<file path="src/inc/lin_host_pkg.sv">
// Function
// - Low-side input low at normal entry: off until high over 10us.
// - Enable falling with transmit high selects silent; hold it high.
// - Enable falling with transmit low selects sleep; hold it low.
// - Enable may fall up to 3.2us before transmit; together preferred.
package lin_host_pkg;
	localparam int CLK_MHZ = 20;
	localparam int TMR_W = 19;
	localparam int ADDR_W = 4;
	localparam int ARM_TIME_NS = 10000;
	localparam int RESET_HOLD_MS = 4;
	localparam int DOM_TIME_MS = 20;
	// Strictly longer than the figure, so one cycle is added
	localparam logic [TMR_W-1:0] ARM_CYC =
		TMR_W'((ARM_TIME_NS * CLK_MHZ + 999) / 1000 + 1);
	localparam logic [TMR_W-1:0] RESET_HOLD_CYC_DEF =
		TMR_W'(RESET_HOLD_MS * CLK_MHZ * 1000);
	localparam logic [TMR_W-1:0] DOM_CYC_DEF =
		TMR_W'(DOM_TIME_MS * CLK_MHZ * 1000);

	localparam logic [ADDR_W-1:0] CTRL_OFS = 4'h0;
	localparam logic [ADDR_W-1:0] CMD_OFS = 4'h4;
	localparam logic [ADDR_W-1:0] STATUS_OFS = 4'h8;

	localparam int CTRL_LS_A_BIT = 0;
	localparam int CTRL_LS_B_BIT = 1;
	localparam int CTRL_HS_BIT = 2;
	localparam int CTRL_TX_BIT = 3;
	localparam logic [3:0] CTRL_RESET = 4'h8;

	localparam logic [1:0] CMD_NONE = 2'h0;
	localparam logic [1:0] CMD_NORMAL = 2'h1;
	localparam logic [1:0] CMD_SILENT = 2'h2;
	localparam logic [1:0] CMD_SLEEP = 2'h3;
	localparam int CMD_RST_LS_A_BIT = 4;
	localparam int CMD_RST_LS_B_BIT = 5;
	localparam int CMD_RST_HS_BIT = 6;

	localparam logic [1:0] RESP_OKAY = 2'h0;
	localparam logic [1:0] RESP_SLVERR = 2'h2;

	typedef enum logic [2:0] {
		ST_BOOT = 3'b000,
		ST_FAILSAFE = 3'b001,
		ST_NORMAL = 3'b010,
		ST_SILENT_SEL = 3'b011,
		ST_SILENT = 3'b100,
		ST_SLEEP_SEL = 3'b101,
		ST_SLEEP = 3'b110
	} host_state_t;

	typedef enum logic [1:0] {
		MODE_FAILSAFE = 2'b00,
		MODE_NORMAL = 2'b01,
		MODE_SILENT = 2'b10,
		MODE_SLEEP = 2'b11
	} mode_t;
endpackage

</file>
<file path="src/core/interval_timer.sv">
module interval_timer
	import lin_host_pkg::*;
(
	input wire logic mclk_i,
	input wire logic reset_n_i,
	input wire logic load_i,
	input wire logic [TMR_W-1:0] value_i,
	output logic busy_o
);
	logic [TMR_W-1:0] count_ff;

	always_ff @(posedge mclk_i or negedge reset_n_i) begin
		if (!reset_n_i) begin
			count_ff <= '0;
		end else if (load_i) begin
			count_ff <= value_i;
		end else if (count_ff != '0) begin
			count_ff <= count_ff - 1'b1;
		end
	end

	assign busy_o = (count_ff != '0);
endmodule

</file>
<file path="src/core/lin_sbc_host.sv">
// Chosen here: the register offsets and the AXI4-Lite interface to the registers.
module lin_sbc_host
	import lin_host_pkg::*;
#(
	parameter logic [TMR_W-1:0] RESET_HOLD_CYC = RESET_HOLD_CYC_DEF,
	parameter logic [TMR_W-1:0] DOM_CYC = DOM_CYC_DEF
) (
	input wire logic mclk_i,
	input wire logic reset_n_i,
	input wire logic [ADDR_W-1:0] awaddr_i,
	input wire logic awvalid_i,
	output logic awready_o,
	input wire logic [31:0] wdata_i,
	input wire logic [3:0] wstrb_i,
	input wire logic wvalid_i,
	output logic wready_o,
	output logic [1:0] bresp_o,
	output logic bvalid_o,
	input wire logic bready_i,
	input wire logic [ADDR_W-1:0] araddr_i,
	input wire logic arvalid_i,
	output logic arready_o,
	output logic [31:0] rdata_o,
	output logic [1:0] rresp_o,
	output logic rvalid_o,
	input wire logic rready_i,
	output logic en_o,
	input wire logic txd_i,
	output logic txd_o,
	output logic txd_oe_o,
	input wire logic rxd_i,
	input wire logic reset_out_n_i,
	input wire logic local_wake_indicator_i,
	output logic low_side_a_ctrl_o,
	output logic low_side_b_ctrl_o,
	output logic high_side_ctrl_o
);
	function automatic logic reg_hit(input logic [ADDR_W-1:0] a);
		reg_hit = (a == CTRL_OFS) || (a == CMD_OFS) || (a == STATUS_OFS);
	endfunction

	host_state_t state_ff;
	logic awready_ff, wready_ff, bvalid_ff, arready_ff, rvalid_ff;
	logic aw_held_ff, w_held_ff;
	logic [ADDR_W-1:0] awaddr_ff;
	logic [7:0] wbyte_ff;
	logic wbyte_en_ff;
	logic [1:0] bresp_ff, rresp_ff;
	logic [31:0] rdata_ff;
	logic [3:0] ctrl_ff;
	logic en_ff, txd_ff, txd_oe_ff;
	logic ls_a_ff, ls_b_ff, hs_ff;
	logic [1:0] src_ff;
	logic src_vld_ff;
	logic boot_loaded_ff;
	logic [TMR_W-1:0] dom_cnt_ff;
	logic dom_to_ff;
	logic wr_do, cmd_wr, seq_load, seq_busy;
	logic [TMR_W-1:0] seq_val;
	logic rst_a, rst_b, rst_hs, hold_a, hold_b, hold_hs;
	logic [1:0] cmd;
	logic [31:0] status;
	mode_t mode;

	assign wr_do = aw_held_ff && w_held_ff && !bvalid_ff;
	assign cmd_wr = wr_do && (awaddr_ff == CMD_OFS) && wbyte_en_ff;
	assign cmd = cmd_wr ? wbyte_ff[1:0] : CMD_NONE;
	assign rst_a = cmd_wr && wbyte_ff[CMD_RST_LS_A_BIT];
	assign rst_b = cmd_wr && wbyte_ff[CMD_RST_LS_B_BIT];
	assign rst_hs = cmd_wr && wbyte_ff[CMD_RST_HS_BIT];

	// Write channel: address and data may arrive in either order
	always_ff @(posedge mclk_i or negedge reset_n_i) begin
		if (!reset_n_i) begin
			awready_ff <= 1'b1;
			wready_ff <= 1'b1;
			aw_held_ff <= 1'b0;
			w_held_ff <= 1'b0;
			awaddr_ff <= '0;
			wbyte_ff <= 8'h00;
			wbyte_en_ff <= 1'b0;
			bvalid_ff <= 1'b0;
			bresp_ff <= RESP_OKAY;
		end else begin
			if (awvalid_i && awready_ff) begin
				awaddr_ff <= awaddr_i;
				aw_held_ff <= 1'b1;
				awready_ff <= 1'b0;
			end
			if (wvalid_i && wready_ff) begin
				wbyte_ff <= wdata_i[7:0];
				wbyte_en_ff <= wstrb_i[0];
				w_held_ff <= 1'b1;
				wready_ff <= 1'b0;
			end
			if (wr_do) begin
				aw_held_ff <= 1'b0;
				w_held_ff <= 1'b0;
				bvalid_ff <= 1'b1;
				bresp_ff <= reg_hit(awaddr_ff) ? RESP_OKAY : RESP_SLVERR;
			end
			if (bvalid_ff && bready_i) begin
				bvalid_ff <= 1'b0;
				awready_ff <= 1'b1;
				wready_ff <= 1'b1;
			end
		end
	end

	always_ff @(posedge mclk_i or negedge reset_n_i) begin
		if (!reset_n_i) begin
			ctrl_ff <= CTRL_RESET;
		end else if (wr_do && wbyte_en_ff && awaddr_ff == CTRL_OFS) begin
			ctrl_ff <= wbyte_ff[3:0];
		end
	end

	always_comb begin
		case (state_ff)
			ST_NORMAL: mode = MODE_NORMAL;
			ST_SILENT: mode = MODE_SILENT;
			ST_SLEEP: mode = MODE_SLEEP;
			default: mode = MODE_FAILSAFE;
		endcase
	end

	assign status = {22'h0, dom_to_ff, local_wake_indicator_i, reset_out_n_i,
		rxd_i, src_vld_ff, src_ff, seq_busy, mode};

	always_ff @(posedge mclk_i or negedge reset_n_i) begin
		if (!reset_n_i) begin
			arready_ff <= 1'b1;
			rvalid_ff <= 1'b0;
			rdata_ff <= 32'h0000_0000;
			rresp_ff <= RESP_OKAY;
		end else if (arvalid_i && arready_ff) begin
			arready_ff <= 1'b0;
			rvalid_ff <= 1'b1;
			rresp_ff <= reg_hit(araddr_i) ? RESP_OKAY : RESP_SLVERR;
			if (araddr_i == CTRL_OFS) begin
				rdata_ff <= {28'h0, ctrl_ff};
			end else if (araddr_i == STATUS_OFS) begin
				rdata_ff <= status;
			end else begin
				rdata_ff <= 32'h0000_0000;
			end
		end else if (rvalid_ff && rready_i) begin
			rvalid_ff <= 1'b0;
			arready_ff <= 1'b1;
		end
	end

	// Boot wait covers the device reset time; mode selects hold the window
	always_comb begin
		seq_load = 1'b0;
		seq_val = ARM_CYC;
		if (state_ff == ST_BOOT && !boot_loaded_ff) begin
			seq_load = 1'b1;
			seq_val = RESET_HOLD_CYC;
		end else if (!seq_busy && (cmd == CMD_SILENT || cmd == CMD_SLEEP)) begin
			seq_load = 1'b1;
		end
	end

	interval_timer u_seq_tmr (
		.mclk_i(mclk_i),
		.reset_n_i(reset_n_i),
		.load_i(seq_load),
		.value_i(seq_val),
		.busy_o(seq_busy)
	);

	always_ff @(posedge mclk_i or negedge reset_n_i) begin
		if (!reset_n_i) begin
			boot_loaded_ff <= 1'b0;
		end else if (state_ff == ST_BOOT) begin
			boot_loaded_ff <= 1'b1;
		end
	end

	always_ff @(posedge mclk_i or negedge reset_n_i) begin
		if (!reset_n_i) begin
			state_ff <= ST_BOOT;
			en_ff <= 1'b0;
			txd_ff <= 1'b1;
			txd_oe_ff <= 1'b0;
		end else begin
			case (state_ff)
				ST_BOOT: begin
					if (boot_loaded_ff && !seq_busy) begin
						state_ff <= ST_FAILSAFE;
					end
				end
				ST_FAILSAFE: begin
					txd_oe_ff <= 1'b0;
					if (cmd == CMD_NORMAL && reset_out_n_i) begin
						en_ff <= 1'b1;
						txd_ff <= 1'b1;
						txd_oe_ff <= 1'b1;
						state_ff <= ST_NORMAL;
					end else if (cmd == CMD_SILENT && en_ff && !seq_busy) begin
						en_ff <= 1'b0;
						txd_ff <= 1'b1;
						txd_oe_ff <= 1'b1;
						state_ff <= ST_SILENT_SEL;
					end else if (cmd == CMD_SLEEP && en_ff && !seq_busy) begin
						en_ff <= 1'b0;
						txd_ff <= 1'b0;
						txd_oe_ff <= 1'b1;
						state_ff <= ST_SLEEP_SEL;
					end
				end
				ST_NORMAL: begin
					txd_ff <= ctrl_ff[CTRL_TX_BIT];
					if (!reset_out_n_i) begin
						state_ff <= ST_FAILSAFE;
					end else if (cmd == CMD_SILENT && !seq_busy) begin
						en_ff <= 1'b0;
						txd_ff <= 1'b1;
						state_ff <= ST_SILENT_SEL;
					end else if (cmd == CMD_SLEEP && !seq_busy) begin
						// Both edges in one cycle, no skew at all
						en_ff <= 1'b0;
						txd_ff <= 1'b0;
						state_ff <= ST_SLEEP_SEL;
					end
				end
				ST_SILENT_SEL: begin
					if (!seq_busy) begin
						txd_oe_ff <= 1'b0;
						state_ff <= ST_SILENT;
					end
				end
				ST_SLEEP_SEL: begin
					if (!seq_busy) begin
						txd_oe_ff <= 1'b0;
						state_ff <= ST_SLEEP;
					end
				end
				ST_SILENT: begin
					if (!reset_out_n_i || !txd_i) begin
						state_ff <= ST_FAILSAFE;
					end else if (cmd == CMD_NORMAL) begin
						en_ff <= 1'b1;
						txd_ff <= 1'b1;
						txd_oe_ff <= 1'b1;
						state_ff <= ST_NORMAL;
					end
				end
				ST_SLEEP: begin
					// Regulator back and reset released means a wake happened
					if (reset_out_n_i) begin
						state_ff <= ST_FAILSAFE;
					end else if (cmd == CMD_NORMAL) begin
						en_ff <= 1'b1;
						state_ff <= ST_FAILSAFE;
					end
				end
				default: begin
					state_ff <= ST_FAILSAFE;
				end
			endcase
		end
	end

	// Source code is only valid once the device drives both pins
	always_ff @(posedge mclk_i or negedge reset_n_i) begin
		if (!reset_n_i) begin
			src_ff <= 2'b00;
			src_vld_ff <= 1'b0;
		end else if (state_ff == ST_NORMAL) begin
			src_vld_ff <= 1'b0;
		end else if (state_ff == ST_FAILSAFE && reset_out_n_i && !txd_oe_ff) begin
			src_ff <= {txd_i, rxd_i};
			src_vld_ff <= 1'b1;
		end
	end

	// Dominant timeout mirror; clears once transmit is high again
	always_ff @(posedge mclk_i or negedge reset_n_i) begin
		if (!reset_n_i) begin
			dom_cnt_ff <= '0;
			dom_to_ff <= 1'b0;
		end else if (state_ff != ST_NORMAL || txd_ff) begin
			dom_cnt_ff <= '0;
			dom_to_ff <= 1'b0;
		end else if (dom_cnt_ff >= DOM_CYC) begin
			dom_to_ff <= 1'b1;
		end else begin
			dom_cnt_ff <= dom_cnt_ff + 1'b1;
		end
	end

	// Restart pulls the control low long enough to clear the device latch
	interval_timer u_ls_a_tmr (
		.mclk_i(mclk_i),
		.reset_n_i(reset_n_i),
		.load_i(rst_a),
		.value_i(ARM_CYC),
		.busy_o(hold_a)
	);

	interval_timer u_ls_b_tmr (
		.mclk_i(mclk_i),
		.reset_n_i(reset_n_i),
		.load_i(rst_b),
		.value_i(ARM_CYC),
		.busy_o(hold_b)
	);

	interval_timer u_hs_tmr (
		.mclk_i(mclk_i),
		.reset_n_i(reset_n_i),
		.load_i(rst_hs),
		.value_i(ARM_CYC),
		.busy_o(hold_hs)
	);

	always_ff @(posedge mclk_i or negedge reset_n_i) begin
		if (!reset_n_i) begin
			ls_a_ff <= 1'b0;
			ls_b_ff <= 1'b0;
		end else begin
			// Held high as a level, so the arm pulse easily exceeds 10us
			ls_a_ff <= state_ff == ST_NORMAL && ctrl_ff[CTRL_LS_A_BIT]
				&& !hold_a && !rst_a;
			ls_b_ff <= state_ff == ST_NORMAL && ctrl_ff[CTRL_LS_B_BIT]
				&& !hold_b && !rst_b;
		end
	end

	always_ff @(posedge mclk_i or negedge reset_n_i) begin
		if (!reset_n_i) begin
			hs_ff <= 1'b0;
		end else begin
			hs_ff <= ctrl_ff[CTRL_HS_BIT] && state_ff != ST_SLEEP
				&& state_ff != ST_SLEEP_SEL
				&& !hold_hs && !rst_hs;
		end
	end

	assign awready_o = awready_ff;
	assign wready_o = wready_ff;
	assign bvalid_o = bvalid_ff;
	assign bresp_o = bresp_ff;
	assign arready_o = arready_ff;
	assign rvalid_o = rvalid_ff;
	assign rdata_o = rdata_ff;
	assign rresp_o = rresp_ff;
	assign en_o = en_ff;
	assign txd_o = txd_ff;
	assign txd_oe_o = txd_oe_ff;
	assign low_side_a_ctrl_o = ls_a_ff;
	assign low_side_b_ctrl_o = ls_b_ff;
	assign high_side_ctrl_o = hs_ff;
endmodule

</file>
<file path="config.mk">
export PLATFORM = sky130hd
export DESIGN_NAME = lin_sbc_host
export DESIGN_NICKNAME = d
export VERILOG_FILES = /design/src/inc/lin_host_pkg.sv /design/src/core/interval_timer.sv /design/src/core/lin_sbc_host.sv
export SDC_FILE = /design/constraint.sdc
export NUM_CORES = 1
export LEC_CHECK = 0
export CORE_ASPECT_RATIO = 0.7
export CORE_MARGIN = 4
export CORE_UTILIZATION = 60
export DETAILED_ROUTE_END_ITERATION = 16
export DONT_BUFFER_PORTS = 1
export PLACE_DENSITY = 0.73
export SLEW_MARGIN = 20
export SYNTH_ARGS = -nofsm -noshare
export SYNTH_HDL_FRONTEND = slang
export SYNTH_HIERARCHICAL = 1
export SYNTH_SLANG_ARGS = --single-unit
export TNS_END_PERCENT = 10
</file>
<file path="constraint.sdc">
create_clock -name mclk_i -period 3.6 [get_ports mclk_i]
set_input_delay 0.18 -clock mclk_i [delete_from_list [all_inputs] [get_ports mclk_i]]
set_output_delay 0.18 -clock mclk_i [all_outputs]
set_load 0.005 [all_outputs]
</file>
# ---- Word-level counts from Yosys, hierarchy flattened
# Cells that the tools add are included.
dict set report word_totals {
  word_cells 224
  input_bits 55
  reg_bits 168
}
dict set report classes {
  reduce_logical 83
  n_bitwise 1
  n_eq_ne 30
  order_cmp 1
  add_sub_neg 5
  mux 74
}
# cell count
set ops {}
lappend ops {{two-way mux 19 bit} 10}
lappend ops {{nonzero test 19 bit} 4}
lappend ops {{subtractor 19 x 1 -> 19 bit, second input constant} 4}
lappend ops {{two-way mux 1 bit} 40}
lappend ops {{two-way mux 3 bit} 13}
lappend ops {{logical AND 1 bit} 36}
lappend ops {{nonzero test 2 bit} 12}
lappend ops {{case mux 3 bit (7 select lines)} 1}
lappend ops {{two-way mux 10 bit} 2}
lappend ops {{adder 19 x 1 -> 19 bit, second input constant} 1}
lappend ops {{>= comparator 19 bit, second input constant} 1}
lappend ops {{two-way mux 17 bit} 1}
lappend ops {{!= test 2 bit, second input constant} 8}
lappend ops {{!= test 3 bit, second input constant} 5}
lappend ops {{logical NOT 1 bit} 12}
lappend ops {{== test 3 bit, second input constant} 3}
lappend ops {{== test 4 x 3 -> 1 bit, second input constant} 2}
lappend ops {{== test 4 bit, second input constant} 2}
lappend ops {{logical NOT 4 bit} 2}
lappend ops {{!= test 4 bit, second input constant} 2}
lappend ops {{AND reduction 4 bit} 2}
lappend ops {{logical OR 1 bit} 7}
lappend ops {{AND reduction 7 bit} 1}
lappend ops {{== test 3 x 2 -> 1 bit, second input constant} 2}
lappend ops {{other kinds (16)} 21}

# ---- Logic depth before layout (Yosys ltp)
# Gate-level depths: netlist (run 1).
dict set report depth {
  word_depth 12
  ltp_mapped 13
  depth_no_buf 11
}

# ---- Modules after synthesis
# The synthesis (run 1) kept the hierarchy.
# module n_inst area_per_inst_um2 seq_area_each_um2 cells_each
set by_module_without_submodules {}
lappend by_module_without_submodules {interval_timer 4 1064.8 475.5 115}
lappend by_module_without_submodules {lin_sbc_host 1 3584.7 1707.9 363}

# ---- Worst setup path after synthesis (run 1)
# OpenSTA, ideal clock, no wires.
dict set report synth_path {
  path_kind {reg2reg}
  startpoint {register u_seq_tmr.count_ff[0]}
  endpoint {register u_seq_tmr.count_ff[0]}
  synth_period_minus_slack_ns 3.139
  path_slack_ns 0.461
  arrival_ns 3.007
  required_time_ns 3.468
  stages_incl_launch_ff 13
  path_cell_list {dfrtp_1 -> inv_1 -> ha_1 -> nor3b_2 -> nand4_1 -> nor3_4 -> inv_1 -> nand2b_1 -> nor3_1 -> or2_2 -> clkbuf_1 -> clkbuf_1 -> o21ai_1}
}
dict set report synth_between {
  elab_chain_len 6
}
# element line_no
set synth_lines {}
lappend synth_lines {{from (decl)} interval_timer.sv:10} ;# logic [TMR_W-1:0] count_ff;
lappend synth_lines {{from (signal assigned)} interval_timer.sv:16} ;# count_ff <= value_i;
lappend synth_lines {{from (signal assigned)} interval_timer.sv:18} ;# count_ff <= count_ff - 1'b1;
lappend synth_lines {{nonzero test 19 bit (*)} interval_timer.sv:22} ;# assign busy_o = (count_ff != '0);
lappend synth_lines {{named net seq_busy} lin_sbc_host.sv:58} ;# logic wr_do, cmd_wr, seq_load, seq_busy;
lappend synth_lines {{logical NOT 1 bit (*)} -}
lappend synth_lines {{logical AND 1 bit (*)} lin_sbc_host.sv:160} ;# end else if (!seq_busy && (cmd == CMD_SILENT || cmd == CMD_SLEEP)) begin
lappend synth_lines {{two-way mux 1 bit (*)} lin_sbc_host.sv:160}
lappend synth_lines {{two-way mux 1 bit (*)} lin_sbc_host.sv:157} ;# if (state_ff == ST_BOOT && !boot_loaded_ff) begin
lappend synth_lines {{named net seq_load} lin_sbc_host.sv:58}
lappend synth_lines {{two-way mux 19 bit / nonzero test 2 bit (equally long branches)} -}
# The timed path passes the listed nets; every way through them passes the cells marked *. The select of a mux whose other input is x is not followed.
# A chain may end at the register's enable or synchronous reset.

# ---- Worst setup path in the final report (run 1)
dict set report layout_path {
  startpoint {register u_seq_tmr.count_ff[0]}
  endpoint {register u_seq_tmr.count_ff[3]}
}
# The elaborated chain is that of the path after synthesis.

==> results of run 1 <==
==> state kept, by name (all words and copies together) (netlist names), 7 cells and up <==
register	flops
u_hs_tmr/count_ff	19
wbyte_ff	7
u_ls_a_tmr/count_ff	19
u_ls_b_tmr/count_ff	19
dom_cnt_ff	19
u_seq_tmr/count_ff	19
rdata_o	10
==> layer usage <==
metal	vias to the layer above	routed length, µm	track usage, %
li1	2982	-	-
met1	2955	8120	34.2
met2	173	8100	37.8
met3	15	855	5.20
met4	0	127	6.79
met5	-	0	0
==> cell families after synthesis <==
| family | count (synthesis) |
|---|---|
| buffers and inverters | 85 |
| adder cells (fa/ha/maj) | 6 |
| multiplexers | 27 |
| flip-flops | 144 |
| XOR/XNOR | 67 |
| AO/OA/AOI/OAI | 173 |
| other | 2 |
| AND/OR/NAND/NOR | 319 |
==> power by group through the flow <==
stage               Combinational (µW)  Sequential [µW]  Clock [µW]
floorplan                          766             2370           0
global placement                   810             2450           0
detailed placement                 872             2470           0
CTS                                947             2450        1950
global route                      1080             2530        2030
finish                             947             2460        1920
==> worst max-delay path: stages (launching register included) <==
cell and delay, ns:
dfrtp_1 0.39, inv_1 0.10, ha_1 0.19, nor3b_2 0.17
buf_4 0.17, nand4_1 0.32, nor3_4 0.29, inv_1 0.17
nand2b_1 0.23, nor3_1 0.18, buf_4 0.19, or2_2 0.13
buf_4 0.22, a211oi_1 0.09, a21o_1 0.17
==> placed cells by master (no fill, tap or decap), drive strengths merged, types with 20 or more instances in the layout <==
master,instances
nor3,23
a21oi,21
inv,29
clkbuf,20
o21ai,71
nor2,46
dlygate4sd3,27
xor2,26
or4,20
nand2,125
dfrtp,139
o31ai,39
nor4,28
conb,93
xnor2,41
==> metrics by stage <==
stage | worst slack, ns | power, µW | util, %
2_1_floorplan | 0.461 | 3140 | -
3_3_place_gp | 0.739 | 3260 | 64.6
3_5_place_dp | 0.573 | 3340 | 64.6
4_1_cts | 0.543 | 5340 | 72.0
5_1_grt | 0.205 | 5640 | 72.0
6_report | 0.481 | 5320 | 72.0
==> final timing paths <==
path                       cells after the start                endpoint  slack, ns                   from
setup / recovery                              14   u_seq_tmr/count_ff[3]       0.48  u_seq_tmr/count_ff[0]
hold / removal                                 2              rdata_o[2]       0.02            araddr_i[3]
setup reg to reg                              14   u_seq_tmr/count_ff[3]       0.48  u_seq_tmr/count_ff[0]
hold reg to reg                                1          boot_loaded_ff       0.46         boot_loaded_ff
max in group asynchronous                      2             state_ff[0]       2.61              reset_n_i
min in group asynchronous                      2  u_ls_a_tmr/count_ff[0]       0.41              reset_n_i
==> cell type report <==
cell class	count	share of cell area [%]
flip-flops and latches	144	39.8
multi-input cells	685	45.7
clock inverters	11	2.06
well taps	162	2.23
inverters	29	1.20
clock buffers	20	5.04
repair buffers	36	3.95
==> reports/qor.yml, run 1 <==
hold_viol_final: 0
final_cells: 1087
post_route_cells_drive_above_1_share_pct: 9.73
synth_top_area_share_pct: 44.3
nets: 974
clk_path_buf_depth: 2
skew_ns: 0.0129
grt_use_total_pct: 24.2
dp.cells: 1028
cts_max_level: 4
drc_errors: 0
yosys.area_share.simple_pct: 22.2
die_area_um2: 15000
netlist_area_um2: 7840
cts-root-buf: "clkbuf_16"
grt_pass1_vias: 6141
cts_tree: "built"
yosys.cell_count.top_type: "dfrtp_1"
place.gp.congestion: 0.923
path_class: "reg2reg"
start_util_pct: 62.3
p_sw_share_pct: 29.2
wl_um: 17200
fillers: 929
ir_drop_uv: 368
synth-compound-area-share_pct: 14.1
synth-adder-area-share_pct: 0.957
slew_headroom_pct: 47.9
ys_warn_count: 6
finalSetupViolations: 0
cts_setup_buffers: 0
syn2layout_area_growth_pct: 15.6
place_area_um2: 8130
hold_ws_ns: 0.0230
worstPathArrival_ns: 3.42
row_count: 34
rsz0062_at_grt: "false"
diodes: 0
vias: 6125
numCtsBuffers: 17
report.final.slew_viol_count: 0
die-height_um: 104
coreArea_um2: 12600
max_freq_mhz: 321
synth_largest_area_cell: "dfrtp_1"
synth_common_cells: "139 x dfrtp_1, 125 x nand2_1, 46 x nor2_1"
wl_per_cell_um: 15.8
synth_seq_cells: 144
p_per_area_nw_per_um2: 587
p_comb_share_pct: 17.8
grt_max_degree: 145
fin_setup_tns_ns: 0
routed_via_density: 5.63
ys.flop_type: "dfrtp_1"
die_x_um: 145
hpwl_um: 11500
design_area_um2: 9070
seq_power_share_pct: 46.2
antenna_found_initial: 0
pwr-share-clk_pct: 36.0
cts_resized: 0
portBuffers: 0
max_cap_viol_count: 0
critPathRequiredTime_ns: 3.90
worstSetupStartpointType: "register"
cts_hold_buf: 28
cellInternalPower_uw: 3770
p_sw_uw: 1550
ys_seq_area_share_pct: 46.0
register_area_um2: 3610
yosysUniqueCellTypes: 59
synth_edf_count: 0
clk_latency_ns: 0.42
grt_pass1_wl_um: 29600
ant_nets: 0
multi_input_area_um2: 4150
hold_class: "in2reg"
avgSynthCellArea_um2: 9.53
synth_xor_xnor_area_share_pct: 7.48
status: "finished, final reports clean"
pin_count: 102
clk_pin_slew_ns: 0.05
path_max_fanout: 19
synth_top_family_by_area: "simple AND/OR/NAND/NOR gates"
syn_inst: 823
grt_remaining_overflow: 0
layout_min_cycle_time_ns: 3.12
cts.sink_count: 144
fin_crit_sh_pct: 86.6
synth_mux_area_share_pct: 3.75
tightest_slew_ns: 0.781
p_leak_uw: 0.00360
first_pass_iters: 5
async_flop_share_pct: 100
setup.worst_path.end_class: "register"
drtIter0Drc: 512
synth_area_leaders: "dfrtp_1 44%, nand2_1 6.0%, xnor2_1 4.6%, o31ai_1 3.7%, xor2_1 2.9%"
No activity file was read; power rests on OpenSTA's default activity.
==> inputs of run 2 (changes only) <==
--- a/config.mk
+++ b/config.mk
@@ -5,11 +5,13 @@
 export SDC_FILE = /design/constraint.sdc
 export NUM_CORES = 1
 export LEC_CHECK = 0
+export ABC_AREA = 1
 export CORE_ASPECT_RATIO = 0.7
 export CORE_MARGIN = 4
-export CORE_UTILIZATION = 60
+export CORE_UTILIZATION = 58
 export DETAILED_ROUTE_END_ITERATION = 16
 export DONT_BUFFER_PORTS = 1
+export MAX_ROUTING_LAYER = met4
 export PLACE_DENSITY = 0.73
 export SLEW_MARGIN = 20
 export SYNTH_ARGS = -nofsm -noshare
==> constraint.sdc (replaced) <==
create_clock -name mclk_i -period 2.8 [get_ports mclk_i]
set_input_delay 0.14 -clock mclk_i [delete_from_list [all_inputs] [get_ports mclk_i]]
set_output_delay 0.14 -clock mclk_i [all_outputs]
set_load 0.005 [all_outputs]
==> reports/qor.yml, run 2 <==
yosys.cell_count.top_type: "nand2_1"  # was dfrtp_1
setup.worst_path.end_class: "register"  # unchanged
report.final.slew_viol_count: 0  # unchanged
layout_setup_ws_ns: 0.352  # was 0.481 ns
die_x_um: 155  # was 145 µm
portBuffers: 0  # unchanged
clk_latency_ns: 0.43  # was 0.42 ns
tightest_slew_ns: 0.521  # was 0.781 ns
netlist_area_um2: 8720  # was 7840 µm²
cellInternalPower_uw: 5350  # was 3770 µW
p_comb_share_pct: 32.2  # was 17.8%
drc_errors: 0  # unchanged
slew_headroom_pct: 65.0  # was 47.9%
avgSynthCellArea_um2: 7.32  # was 9.53 µm²
synth_largest_area_cell: "dfrtp_1"  # unchanged
status: "finished, violations left"  # was finished, final reports clean
clk_path_buf_depth: 2  # unchanged
coreArea_um2: 14700  # was 12600 µm²
hold_ws_ns: -0.598  # was 0.0230 ns
path_class: "reg2reg"  # unchanged
place.gp.congestion: 0.914  # was 0.923
pwr-share-clk_pct: 27.5  # was 36.0%
ant_nets: 0  # unchanged
grt_max_degree: 145  # unchanged
first_pass_iters: 6  # was 5
power.total_uw: 8660  # was 5320 µW
violations: "negative hold slack"
max_cap_viol_count: 0  # unchanged
layout_commonest_cell: "nand2_1"  # was dfrtp_1
path_max_fanout: 11  # was 19
synth_area_leaders: "dfrtp_1 40%, nand2_1 17%, nor2_1 5.8%, inv_1 5.2%, o21ai_0 4.4%"  # was dfrtp_1 44%, nand2_1 6.0%, xnor2_1 4.6%, o31ai_1 3.7%, xor2_1 2.9%
worstSetupStartpointType: "register"  # unchanged
critPathRequiredTime_ns: 3.12  # was 3.90 ns
row_count: 37  # was 34
register_area_um2: 3610  # unchanged
fillers: 1266  # was 929
grt_pass1_vias: 7221  # was 6141
die_area_um2: 17100  # was 15000 µm²
post_route_cells_drive_above_1_share_pct: 7.59  # was 9.73%
r2r_slack_ns: 0.35  # was 0.48 ns
pre_cts_slack_ns: 0.382  # was 0.573 ns
clk_pin_slew_ns: 0.06  # was 0.05 ns
skew_ns: 0.00792  # was 0.0129 ns
yosysUniqueCellTypes: 42  # was 59
p_leak_uw: 0.00485  # was 0.00360 µW
worstPathArrival_ns: 2.76  # was 3.42 ns
numCtsBuffers: 17  # unchanged
diodes: 0  # unchanged
start_util_pct: 59.2  # was 62.3%
die-height_um: 111  # was 104 µm
grt_pass1_wl_um: 35500  # was 29600 µm
crit_start: "u_seq_tmr/count_ff[0]"  # unchanged
routed_via_density: 5.08  # was 5.63
synth_top_area_share_pct: 39.9  # was 44.3%
fin_setup_tns_ns: 0  # unchanged
antenna_found_initial: 0  # unchanged
max_freq_mhz: 409  # was 321 MHz
cts-root-buf: "clkbuf_16"  # unchanged
cts_tree: "built"  # unchanged
hold_class: "in2async"  # was in2reg
ys.flop_type: "dfrtp_1"  # unchanged
synth_seq_cells: 144  # unchanged
multi_input_area_um2: 4650  # was 4150 µm²
cts_max_level: 4  # unchanged
grt_use_total_pct: 26.0  # was 24.2%
synth_edf_count: 0  # unchanged
wl_um: 20400  # was 17200 µm
wl_per_cell_um: 13.6  # was 15.8 µm
syn_inst: 1191  # was 823
synth_common_cells: "393 x nand2_1, 139 x dfrtp_1, 135 x nor2_1"  # was 139 x dfrtp_1, 125 x nand2_1, 46 x nor2_1
hold_viol_final: 144  # was 0
rr_startpoint: "u_seq_tmr/count_ff[0]"  # unchanged
hpwl_um: 14100  # was 11500 µm
layout_min_cycle_time_ns: 2.45  # was 3.12 ns
p_per_area_nw_per_um2: 872  # was 587 nW/µm²
fin_crit_sh_pct: 87.4  # was 86.6%
cts_hold_buf: 27  # was 28
ys_warn_count: 6  # unchanged
ys_seq_area_share_pct: 41.4  # was 46.0%
vias: 7609  # was 6125
final_cell_mix: "393 x nand2_1, 139 x dfrtp_1, 135 x nor2_1"  # was 139 x dfrtp_1, 125 x nand2_1, 93 x conb_1
rsz0062_at_grt: "false"  # unchanged
grt_remaining_overflow: 0  # unchanged
pin_count: 102  # unchanged
p_sw_uw: 3310  # was 1550 µW
drtIter0Drc: 598  # was 512
cts.sink_count: 144  # unchanged
ir_drop_uv: 497  # was 368 µV
p_sw_share_pct: 38.2  # was 29.2%
async_flop_share_pct: 100  # unchanged
nets: 1352  # was 974
seq_power_share_pct: 40.3  # was 46.2%
finalSetupViolations: 0  # unchanged
syn2layout_area_growth_pct: 14.0  # was 15.6%
-- run 2: changes by cell type after synthesis, moves of 38 or more --
| cell | change |
|---|---|
| nand2_1 | +268 |
| o31ai_1 | -38 |
| nand3_1 | +44 |
| o21ai_0 | +49 |
| nor2_1 | +89 |
| inv_1 | +92 |
-- run 2: layout make-up --
cell class / count / area share (%)
Timing Repair Buffer: 33 / 3.17
Tap cell: 195 / 2.45
Clock inverter: 12 / 1.57
Multi-Input combinational cell: 963 / 46.8
Clock buffer: 20 / 4.69
Sequential cell: 144 / 36.3
Inverter: 132 / 5.03
-- run 2: per-layer routing --
metal	track usage (%)	share of wire (%)
met1	37.4	48
met5	-	0
met3	6.11	6.3
met2	37.8	45
met4	5.76	1.0
-- run 2: cell families (layout without fill, tap and decap cells) --
kind of cell | count (synthesis) | after routing | share of synthesized area (%)
AOI/OAI and AO/OA | 111 | 111 | 6.67
xor gates and xnor gates | 56 | 56 | 5.63
adders and majority gates | 6 | 6 | 0.861
buffers and inverters | 175 | 197 | 9.20
DFF | 144 | 144 | 41.4
muxes | 6 | 6 | 0.718
other | 2 | 93 | 0.0861
and+or+nand+nor | 691 | 691 | 35.4
-- run 2: worst max-delay path, stage by stage, from the launching register on --
cell	delay, ns
dfrtp_1	0.37
inv_1	0.17
ha_1	0.28
nand2_2	0.13
nor2_8	0.19
nand4_4	0.18
nor2_1	0.20
nand2_1	0.10
nand2_1	0.10
clkinv_1	0.16
nand2_2	0.24
inv_1	0.08
nand2_1	0.08
nand2_1	0.04
-- run 2: worst paths after layout --
check	end	cells past startpoint
max in group asynchronous	wready_o	0
max reg2reg	u_seq_tmr/count_ff[16]	13
max	u_seq_tmr/count_ff[16]	13
min	u_ls_a_tmr/count_ff[1]	0
min reg2reg	src_vld_ff	2
min in group mclk_i	rresp_o[1]	4
-- run 2: power by group through the flow --
| stage | Combinational (µW) | Sequential, µW | Clock [µW] |
|---|---|---|---|
| floorplan | 2290 | 3310 | 0 |
| global placement | 2600 | 3500 | 0 |
| detailed placement | 2700 | 3500 | 0 |
| CTS | 2750 | 3480 | 2420 |
| global route | 3250 | 3600 | 2530 |
| finish | 2790 | 3500 | 2380 |
-- run 2: what timing repair did --
item	4_1_cts	5_1_grt
endpoints found under the hold margin	168	144
setup buffers	0	0
gates resized for setup	0	0
-- run 2: stage by stage --
step           cell area (µm²)  util, %  hold WS, ns  instances
2_1_floorplan             9060        -       -0.156       1282
6_report                  9940     67.5       -0.598       1499
4_1_cts                   9940     67.5       -0.609       1499
3_3_place_gp              9050     61.5       -0.149       1440
5_1_grt                   9940     67.5       -0.619       1499
3_5_place_dp              9050     61.5       -0.148       1440
